**src/rtl/afd_map.svh**
```systemverilog
// Purpose: register offsets, field positions, reset values and opcodes
// Assumes: byte addresses on a 32-bit AXI4-Lite register bus
// Notes: definitions only
`ifndef AFD_MAP_SVH
`define AFD_MAP_SVH
// register byte offsets
`define AFD_OFF_INSTR 8'h00
`define AFD_OFF_ACC 8'h04
`define AFD_OFF_STATUS 8'h08
`define AFD_OFF_CFG 8'h0c
`define AFD_FILE_BASE_BIT 7
// status flag positions
`define AFD_C_BIT 0
`define AFD_DC_BIT 1
`define AFD_Z_BIT 2
// reset values
`define AFD_ACC_RST 8'h00
`define AFD_STATUS_RST 3'h0
`define AFD_FILE_RST 8'h00
`define AFD_FUSE_RST 1'b1
`define AFD_INSTR_RST 12'h000
// opcode bits 11:5
`define AFD_OP_ADD_TO_FILE 7'h0f
`define AFD_OP_ADD_TO_ACC 7'h0e
`define AFD_OP_AND_TO_FILE 7'h0b
`define AFD_OP_AND_TO_ACC 7'h0a
// axi responses
`define AFD_RESP_OKAY 2'h0
`define AFD_RESP_SLVERR 2'h2
`endif

```
**src/rtl/afd_pkg.sv**
```systemverilog
// Purpose: shared types of the add and flag datapath
// Assumes: constants come from afd_map.svh
// Notes: none
package afd_pkg;
  // alu answer to one decoded instruction
  typedef struct packed {
    logic [7:0] value;
    logic [2:0] flags;
    logic to_file;
    logic to_acc;
    logic legal;
  } afd_alu_s;
  // register bus target of an address
  typedef enum logic [2:0] {
    AFD_SEL_NONE = 3'h0,
    AFD_SEL_INSTR = 3'h1,
    AFD_SEL_ACC = 3'h2,
    AFD_SEL_STATUS = 3'h3,
    AFD_SEL_CFG = 3'h4,
    AFD_SEL_FILE = 3'h5
  } afd_sel_e;
  // write channel progress, one-hot
  typedef enum logic [1:0] {
    AFD_WR_COLLECT = 2'b01,
    AFD_WR_RESP = 2'b10
  } afd_wr_e;
endpackage : afd_pkg

```
**src/rtl/afd_alu.sv**
```systemverilog
// Purpose: decode and compute one add or and instruction
// Assumes: purely combinational, flags at the mapped positions
// Notes: carry and half carry pass through unchanged for and
`timescale 1ns/1ps
`default_nettype none
`include "afd_map.svh"
module afd_alu (
  input wire logic [11:0] i_opcode,
  input wire logic [7:0] i_acc,
  input wire logic [7:0] i_file_val,
  input wire logic [2:0] i_status,
  input wire logic i_fuse,
  output afd_pkg::afd_alu_s o_res
);
  import afd_pkg::*;
  wire logic [6:0] op;
  wire logic add_file;
  wire logic add_acc;
  wire logic and_file;
  wire logic and_acc;
  wire logic is_add;
  wire logic cin;
  wire logic [8:0] sum9;
  wire logic [4:0] half5;
  // opcode decode on the upper seven bits
  assign op = i_opcode[11:5];
  assign add_file = (op == `AFD_OP_ADD_TO_FILE);
  assign add_acc = (op == `AFD_OP_ADD_TO_ACC);
  assign and_file = (op == `AFD_OP_AND_TO_FILE);
  assign and_acc = (op == `AFD_OP_AND_TO_ACC);
  assign is_add = add_file | add_acc;
  // fuse bit active when programmed low folds carry in
  assign cin = is_add & ~i_fuse & i_status[`AFD_C_BIT];
  // unsigned 9-bit sum, nibble sum for the half carry
  assign sum9 = {1'b0, i_file_val} + {1'b0, i_acc} + {8'h00, cin};
  assign half5 = {1'b0, i_file_val[3:0]} + {1'b0, i_acc[3:0]} + {4'h0, cin};
  // result and destination
  assign o_res.value = is_add ? sum9[7:0] : (i_file_val & i_acc);
  assign o_res.to_file = add_file | and_file;
  assign o_res.to_acc = add_acc | and_acc;
  assign o_res.legal = is_add | and_file | and_acc;
  // and keeps carry and half carry; zero always from stored byte
  assign o_res.flags[`AFD_C_BIT] =
    is_add ? sum9[8] : i_status[`AFD_C_BIT];
  assign o_res.flags[`AFD_DC_BIT] =
    is_add ? half5[4] : i_status[`AFD_DC_BIT];
  assign o_res.flags[`AFD_Z_BIT] = (o_res.value == 8'h00);
endmodule : afd_alu
`default_nettype wire

```
**src/rtl/afd_core.sv**
```systemverilog
// Purpose: add and and datapath with accumulator, file and status
// Assumes: axi4-lite slave, one write and one read under way at a time
// Notes: writing a legal opcode to the instruction word with both low strobe lanes executes it
//
// Register access over AXI4-Lite and the register offsets were chosen for this implementation.
`timescale 1ns/1ps
`default_nettype none
`include "afd_map.svh"
module afd_core #(
  parameter int ADDR_W = 8,
  parameter int NUM_FILES = 32
) (
  input wire logic i_core_clk,
  input wire logic i_reset_n,
  input wire logic i_awvalid,
  input wire logic [ADDR_W-1:0] i_awaddr,
  output logic o_awready,
  input wire logic i_wvalid,
  input wire logic [31:0] i_wdata,
  input wire logic [3:0] i_wstrb,
  output logic o_wready,
  output logic o_bvalid,
  output logic [1:0] o_bresp,
  input wire logic i_bready,
  input wire logic i_arvalid,
  input wire logic [ADDR_W-1:0] i_araddr,
  output logic o_arready,
  output logic o_rvalid,
  output logic [31:0] o_rdata,
  output logic [1:0] o_rresp,
  input wire logic i_rready
);
  import afd_pkg::*;

  //////////////////////////////////////////////////////////////////////////
  // address decode, shared by the write and read paths
  function automatic afd_sel_e afd_decode(input logic [ADDR_W-1:0] a);
    afd_sel_e s;
    s = AFD_SEL_NONE;
    if (a[`AFD_FILE_BASE_BIT] && a[1:0] == 2'h0) begin
      s = AFD_SEL_FILE;
    end else if (a == ADDR_W'(`AFD_OFF_INSTR)) begin
      s = AFD_SEL_INSTR;
    end else if (a == ADDR_W'(`AFD_OFF_ACC)) begin
      s = AFD_SEL_ACC;
    end else if (a == ADDR_W'(`AFD_OFF_STATUS)) begin
      s = AFD_SEL_STATUS;
    end else if (a == ADDR_W'(`AFD_OFF_CFG)) begin
      s = AFD_SEL_CFG;
    end
    return s;
  endfunction : afd_decode

  //////////////////////////////////////////////////////////////////////////
  // datapath state
  logic [7:0] acc_r;
  logic [2:0] status_r;
  logic fuse_r;
  logic [11:0] last_op_r;
  logic [7:0] file_q [NUM_FILES];

  // write channel state
  afd_wr_e wr_state_r;
  afd_wr_e wr_state_nxt;
  logic aw_got_r;
  logic w_got_r;
  logic [ADDR_W-1:0] awaddr_r;
  logic [31:0] wdata_r;
  logic [3:0] wstrb_r;

  // address and data may arrive in either order; take them as they come
  wire logic aw_take = i_awvalid & o_awready;
  wire logic w_take = i_wvalid & o_wready;
  wire logic aw_have = aw_got_r | aw_take;
  wire logic w_have = w_got_r | w_take;
  wire logic [ADDR_W-1:0] wr_addr = aw_got_r ? awaddr_r : i_awaddr;
  wire logic [31:0] wr_data = w_got_r ? wdata_r : i_wdata;
  wire logic [3:0] wr_strb = w_got_r ? wstrb_r : i_wstrb;
  wire logic wr_fire = (wr_state_r == AFD_WR_COLLECT) & aw_have & w_have;
  wire afd_sel_e wr_sel = afd_decode(wr_addr);
  wire logic [4:0] wr_fidx = wr_addr[6:2];
  wire logic wr_lo = wr_strb[0];
  wire logic aw_got_nxt = ~wr_fire & aw_have;
  wire logic w_got_nxt = ~wr_fire & w_have;

  // instruction path: operand address from low five opcode bits
  wire logic [11:0] opcode = wr_data[11:0];
  wire logic [4:0] op_fidx = opcode[4:0];
  wire logic [7:0] op_file_val = file_q[op_fidx];
  afd_alu_s alu;
  wire logic instr_wr = wr_fire & (wr_sel == AFD_SEL_INSTR);
  // a partial opcode write would execute garbage, so both low lanes needed
  wire logic exec = instr_wr & alu.legal & (wr_strb[1:0] == 2'h3);
  wire logic wr_err = (wr_sel == AFD_SEL_NONE) | (instr_wr & ~exec);

  afd_alu u_alu (
    .i_opcode(opcode),
    .i_acc(acc_r),
    .i_file_val(op_file_val),
    .i_status(status_r),
    .i_fuse(fuse_r),
    .o_res(alu)
  );

  // write state walk: collect both halves, then hold the response
  assign wr_state_nxt = wr_fire ? AFD_WR_RESP :
    ((wr_state_r == AFD_WR_RESP) & i_bready) ? AFD_WR_COLLECT : wr_state_r;

  //////////////////////////////////////////////////////////////////////////
  // write channel registers
  always_ff @(posedge i_core_clk) begin
    if (!i_reset_n) begin
      wr_state_r <= AFD_WR_COLLECT;
      aw_got_r <= 1'b0;
      w_got_r <= 1'b0;
      o_awready <= 1'b0;
      o_wready <= 1'b0;
      o_bvalid <= 1'b0;
      o_bresp <= `AFD_RESP_OKAY;
    end else begin
      case (wr_state_nxt)
        AFD_WR_COLLECT, AFD_WR_RESP: begin
          wr_state_r <= wr_state_nxt;
        end
        default: begin
          wr_state_r <= AFD_WR_COLLECT;
        end
      endcase
      aw_got_r <= aw_got_nxt;
      w_got_r <= w_got_nxt;
      o_awready <= (wr_state_nxt == AFD_WR_COLLECT) & ~aw_got_nxt;
      o_wready <= (wr_state_nxt == AFD_WR_COLLECT) & ~w_got_nxt;
      o_bvalid <= (wr_state_nxt == AFD_WR_RESP);
      if (wr_fire) begin
        o_bresp <= wr_err ? `AFD_RESP_SLVERR : `AFD_RESP_OKAY;
      end
    end
  end

  // payload holding, no reset needed on data
  always_ff @(posedge i_core_clk) begin
    if (aw_take) begin
      awaddr_r <= i_awaddr;
    end
    if (w_take) begin
      wdata_r <= i_wdata;
      wstrb_r <= i_wstrb;
    end
  end

  //////////////////////////////////////////////////////////////////////////
  // accumulator, status, fuse and last opcode, all settled in one edge
  always_ff @(posedge i_core_clk) begin
    if (!i_reset_n) begin
      acc_r <= `AFD_ACC_RST;
      status_r <= `AFD_STATUS_RST;
      fuse_r <= `AFD_FUSE_RST;
      last_op_r <= `AFD_INSTR_RST;
    end else begin
      if (exec & alu.to_acc) begin
        acc_r <= alu.value;
      end else if (wr_fire & (wr_sel == AFD_SEL_ACC) & wr_lo) begin
        acc_r <= wr_data[7:0];
      end
      if (exec) begin
        status_r <= alu.flags;
        last_op_r <= opcode;
      end else if (wr_fire & (wr_sel == AFD_SEL_STATUS) & wr_lo) begin
        status_r <= wr_data[2:0];
      end
      if (wr_fire & (wr_sel == AFD_SEL_CFG) & wr_lo) begin
        fuse_r <= wr_data[0];
      end
    end
  end

  // one small register per file word
  for (genvar gi = 0; gi < NUM_FILES; gi++) begin : g_file
    always_ff @(posedge i_core_clk) begin
      if (!i_reset_n) begin
        file_q[gi] <= `AFD_FILE_RST;
      end else if (exec & alu.to_file & (op_fidx == 5'(gi))) begin
        file_q[gi] <= alu.value;
      end else if (wr_fire & (wr_sel == AFD_SEL_FILE) & wr_lo &
                   (wr_fidx == 5'(gi))) begin
        file_q[gi] <= wr_data[7:0];
      end
    end
  end

  //////////////////////////////////////////////////////////////////////////
  // read channel: one cycle from address to data
  wire logic ar_take = i_arvalid & o_arready;
  wire afd_sel_e rd_sel = afd_decode(i_araddr);
  wire logic [7:0] rd_file = file_q[i_araddr[6:2]];
  wire logic [31:0] rd_mux =
    (rd_sel == AFD_SEL_INSTR) ? {20'h00000, last_op_r} :
    (rd_sel == AFD_SEL_ACC) ? {24'h000000, acc_r} :
    (rd_sel == AFD_SEL_STATUS) ? {29'h00000000, status_r} :
    (rd_sel == AFD_SEL_CFG) ? {31'h00000000, fuse_r} :
    (rd_sel == AFD_SEL_FILE) ? {24'h000000, rd_file} : 32'h00000000;

  always_ff @(posedge i_core_clk) begin
    if (!i_reset_n) begin
      o_arready <= 1'b0;
      o_rvalid <= 1'b0;
      o_rdata <= 32'h00000000;
      o_rresp <= `AFD_RESP_OKAY;
    end else if (ar_take) begin
      o_arready <= 1'b0;
      o_rvalid <= 1'b1;
      o_rdata <= rd_mux;
      o_rresp <= (rd_sel == AFD_SEL_NONE) ? `AFD_RESP_SLVERR : `AFD_RESP_OKAY;
    end else if (o_rvalid & i_rready) begin
      o_rvalid <= 1'b0;
      o_arready <= 1'b1;
    end else if (!o_rvalid) begin
      o_arready <= 1'b1;
    end
  end

  //////////////////////////////////////////////////////////////////////////
  // independent reference sums for the checks below
  wire logic ref_cin = ~fuse_r & status_r[0];
  wire logic [8:0] ref_sum9 =
    {1'b0, op_file_val} + {1'b0, acc_r} + {8'h00, ref_cin};
  wire logic [4:0] ref_half =
    {1'b0, op_file_val[3:0]} + {1'b0, acc_r[3:0]} + {4'h0, ref_cin};
  wire logic [7:0] ref_and = op_file_val & acc_r;
  wire logic ex_add = exec & (opcode[11:6] == 6'h07);
  wire logic ex_and = exec & (opcode[11:6] == 6'h05);

  a_add_file_dest: assert property (@(posedge i_core_clk)
    disable iff (!i_reset_n) (ex_add & opcode[5]) |=>
    (file_q[$past(op_fidx)] == $past(ref_sum9[7:0])) && $stable(acc_r))
    else $error("add to file result wrong");
  a_add_acc_dest: assert property (@(posedge i_core_clk)
    disable iff (!i_reset_n) (ex_add & ~opcode[5]) |=>
    (acc_r == $past(ref_sum9[7:0])) &&
    (file_q[$past(op_fidx)] == $past(op_file_val)))
    else $error("add to accumulator result wrong");
  a_add_carry: assert property (@(posedge i_core_clk)
    disable iff (!i_reset_n) ex_add |=> status_r[0] == $past(ref_sum9[8]))
    else $error("carry flag wrong after add");
  a_add_half: assert property (@(posedge i_core_clk)
    disable iff (!i_reset_n) ex_add |=> status_r[1] == $past(ref_half[4]))
    else $error("half carry flag wrong after add");
  a_add_zero: assert property (@(posedge i_core_clk)
    disable iff (!i_reset_n)
    ex_add |=> status_r[2] == ($past(ref_sum9[7:0]) == 8'h00))
    else $error("zero flag wrong after add");
  a_fuse_off_cin: assert property (@(posedge i_core_clk)
    disable iff (!i_reset_n) (ex_add & fuse_r) |=>
    status_r[0] == ($past({1'b0, op_file_val} + {1'b0, acc_r}) > 9'h0ff))
    else $error("carry folded in while fuse is off");
  a_and_file_dest: assert property (@(posedge i_core_clk)
    disable iff (!i_reset_n) (ex_and & opcode[5]) |=>
    (file_q[$past(op_fidx)] == $past(ref_and)) && $stable(acc_r))
    else $error("and to file result wrong");
  a_and_acc_dest: assert property (@(posedge i_core_clk)
    disable iff (!i_reset_n) (ex_and & ~opcode[5]) |=>
    (acc_r == $past(ref_and)) &&
    (file_q[$past(op_fidx)] == $past(op_file_val)))
    else $error("and to accumulator result wrong");
  a_and_flags_kept: assert property (@(posedge i_core_clk)
    disable iff (!i_reset_n) ex_and |=> $stable(status_r[1:0]) &&
    (status_r[2] == ($past(ref_and) == 8'h00)))
    else $error("and touched carry or zero wrong");
  a_write_resp: assert property (@(posedge i_core_clk)
    disable iff (!i_reset_n) wr_fire |=> o_bvalid && !o_awready)
    else $error("write response not raised after write");
endmodule : afd_core
`default_nettype wire

```
**config.mk**
```make
export PLATFORM = sky130hd
export DESIGN_NAME = afd_core
export DESIGN_NICKNAME = d
export VERILOG_FILES = /design/src/rtl/afd_pkg.sv /design/src/rtl/afd_alu.sv /design/src/rtl/afd_core.sv
export VERILOG_INCLUDE_DIRS = /design/src /design/src/rtl
export SDC_FILE = /design/constraint.sdc
export NUM_CORES = 1
export LEC_CHECK = 0
export BUFFER_PORTS_ARGS = -buffer_cell sky130_fd_sc_hd__buf_4
export CAP_MARGIN = 25
export CORE_MARGIN = 4
export CORE_UTILIZATION = 56
export DETAILED_ROUTE_END_ITERATION = 10
export HOLD_SLACK_MARGIN = 0.03
export PLACE_DENSITY = 0.83
export SETUP_SLACK_MARGIN = 0.2
export SLEW_MARGIN = 40
export SYNTH_ARGS = -nofsm -noshare
export SYNTH_HDL_FRONTEND = slang
export SYNTH_SLANG_ARGS = --single-unit
```
**constraint.sdc**
```tcl
create_clock -name i_core_clk -period 5.3 [get_ports i_core_clk]
set_input_delay 1.06 -clock i_core_clk [delete_from_list [all_inputs] [get_ports i_core_clk]]
set_output_delay 1.06 -clock i_core_clk [all_outputs]
set_load 0.03 [all_outputs]
```
==> run metrics <==
total power 6.79 mW; hold path depth 2; CP startpoint kind register; final core occ 0.639; Synth async-reset ratio 0; Antenna Cells 0; Routed WL 60,600 µm; core area 31,900 µm²; Starting Density 0.574; clock tree sinks 325; Routability Congestion 1.04; Final Critical Period 4900 ps; CTS tree yes; Overflow after GRT 0; via count 15,200; leakage power 6.82 nW; CTS Buf Count 31; failing checks DRC; Setup Skew 13.3 ps; Detailed Route Iter0 Violations 2,985; Cell Area, Synth 18,300 µm²; wire length per cell 31.1 µm; Post-synth EDFFs 278; status complete, but fails checks; hpwl dp 41,300 µm; worst-path fanout max 24; Ports 100; Worst EP required 5800 ps; Die Height 189 µm; CP endpoint kind register; largest net degree at the start of global routing 75; Hold Crit Class register to register; vias in the first global route 14,700; ys flop type edfxtp_1; Seq cells post-synth 325; fin. max-slew vios 0; Vias/cell 7.82; CP peak stage delay 630 ps; worst-case clock buffer depth 3; Buffers on Ports 55; Yosys cell types 72; Rel. slew slack 0.339; Skew-Pair Late Insertion Delay 590 ps; RSZ-0062 raised after global routing false; antenna-violating nets left 0; Syn Area/Cell 12.4 µm²; worst path bufs/invs 3; First-pass DRT Iterations 10; endpoints failing hold 0; post-synthesis sequential area ratio 0.507; Slowest-stage cell, CP mux2_2; Pwr per Cell Area 334 nW/µm²; row count 65; worst path arrival time 5410 ps; Max IR drop VDD 0.000267 V; share of layout cells above drive strength 1 0.244; die width 189 µm; # nets final 1,561; die area 35,700 µm²; clock slew at reported path FFs 70 ps; GRT Overall Usage 0.330; Synth-to-Final Area Change 11.2%; family with the most delay on the worst path compound AO/OA/AOI/OAI gates; WS Path Type register to register; CP cell instances buf_4 -> mux2_2 -> buf_4 -> nand2_1 -> nand3_1 -> nand3_1 -> o21ai_0 -> fa_1 -> inv_1 -> fa_1 -> nor2b_1 -> o21a_1 -> o311a_1 -> a22o_1 -> nor4_1 -> a41oi_1 -> nor3_1; Tcrit/Tclk final 0.925; initial antenna violation count 0; R2R cell count 17; CTS HTree Levels 1; max-cap violations 0; actual slew at the worst max-slew pin 989 ps; endpoints failing setup 0; f_max 204 MHz; DRC Markers 1; synthesis warning total 0; first-pass GRT wire length 89,900 µm; Post-Synthesis Cells 1,476; hold buffers post-CTS 0; CTS root buffer clkbuf_16; WP depth 17
-- area by class of cell --
class	count	area (µm²)
Clock buffer	32	779
Tap cell	435	544
Inverter	15	56.3
Clock inverter	25	220
Timing Repair Buffer	122	995
Multi-Input combinational cell	995	8480
Sequential cell	325	9290
Fill cell	2318	11500
-- flip-flops by register name, indices dropped and copies added, names as in the netlist, 2 cells and up --
name,count
wr_state_r,2
wdata_r,12
o_rdata,12
awaddr_r,8
status_r,3
wstrb_r,2
last_op_r,12
acc_r,8
file_q,256
-- per-stage QoR --
step | cells | setup WS, ps | hold WS [ps] | cell area (µm²) | setup TNS (ps)
detailed placement | 1882 | -184 | 447 | 19300 | -2770
CTS | 1939 | 308 | 462 | 20300 | 0
finish | 1949 | 397 | 457 | 20400 | 0
global placement | 1875 | -29.2 | 438 | 19200 | -524
global route | 1949 | 144 | 492 | 20400 | 0
floorplan | 1497 | 194 | 434 | 18400 | 0
-- Yosys cell counts (all sizes together), types with 3 or more instances --
master	count	area, µm²
edfxtp	278	8350
o22ai	260	1630
nand2	201	800
mux4	143	3220
clkbuf	90	338
buf	72	463
nor2	66	258
dfxtp	47	941
nand3	47	235
a21oi	24	124
o211ai	23	173
o21ai	22	110
nor3	17	85.1
o221ai	16	140
inv	15	56.3
mux2i	15	154
mux2	12	135
ha	10	125
a211oi	8	65.1
nand2b	8	50.1
and3	7	43.8
a22o	6	52.6
nor2b	6	37.5
a22oi	5	37.5
and2	5	31.3
nor3b	5	37.5
o21a	5	37.5
or3	5	31.3
a222oi	4	40.0
a21o	3	22.5
a31oi	3	18.8
xor2	3	26.3
-- tightest hold or removal path, delay by kind of cell (launching register included) --
kind / cells / cell delay (ps)
AO/OA/AOI/OAI: 1 / 60
flip-flops: 1 / 330
AND/OR/NAND/NOR: 1 / 40
-- layer usage --
layer	wire (µm)	GRT usage
met1	18500	0.416
met2	26900	0.516
met3	10600	0.107
met4	4520	0.170
met5	46	0
-- report_power, final --
| part | total [mW] | switching (mW) | leakage, nW | internal (mW) |
|---|---|---|---|---|
| sequential | 2.97 | 0.0835 | 3.23 | 2.89 |
| clock | 2.23 | 1.02 | 0.457 | 1.21 |
| combinational | 1.59 | 1.02 | 3.14 | 0.571 |
| total | 6.79 | 2.12 | 6.82 | 4.67 |
-- cells by family (layout without fill, tap and decap cells) --
group           Yosys count  count (layout)  share of synthesized area
compound gates          404             404                      0.146
xor+xnor                  5               5                    0.00239
fa+ha+maj                12              12                    0.00902
buf+inv                 177             194                     0.0468
flops                   325             325                      0.507
mux                     170             170                      0.192
other cells               1              22                   0.000205
simple gates            382             382                     0.0970
-- repair_timing --
action	in CTS	in global routing
endpoints found under the setup margin	0	18
buffers inserted	0	2
resized for setup	0	1
-- worst paths after layout --
path                                 start     endpoint  slack [ps]
worst max-delay path               w_got_r  status_r[2]         400
worst max register to register     w_got_r  status_r[2]         400
worst min-delay path            o_rdata[3]   o_rdata[3]         460
worst min register to register  o_rdata[3]   o_rdata[3]         460
-- cells in the final DEF (no fill, tap or decap), drive strengths merged, types with 12 or more instances in the layout --
master,Yosys,routed
a21oi,24,24
buf,72,117
clkbuf,90,37
clkinv,0,13
conb,1,22
dfxtp,47,47
edfxtp,278,278
inv,15,15
mux2,12,12
mux2i,15,15
mux4,143,143
nand2,201,201
nand3,47,47
nor2,66,66
nor3,17,17
o211ai,23,23
o21ai,22,22
o221ai,16,16
o22ai,260,260
(Power assumes the default switching activity.)
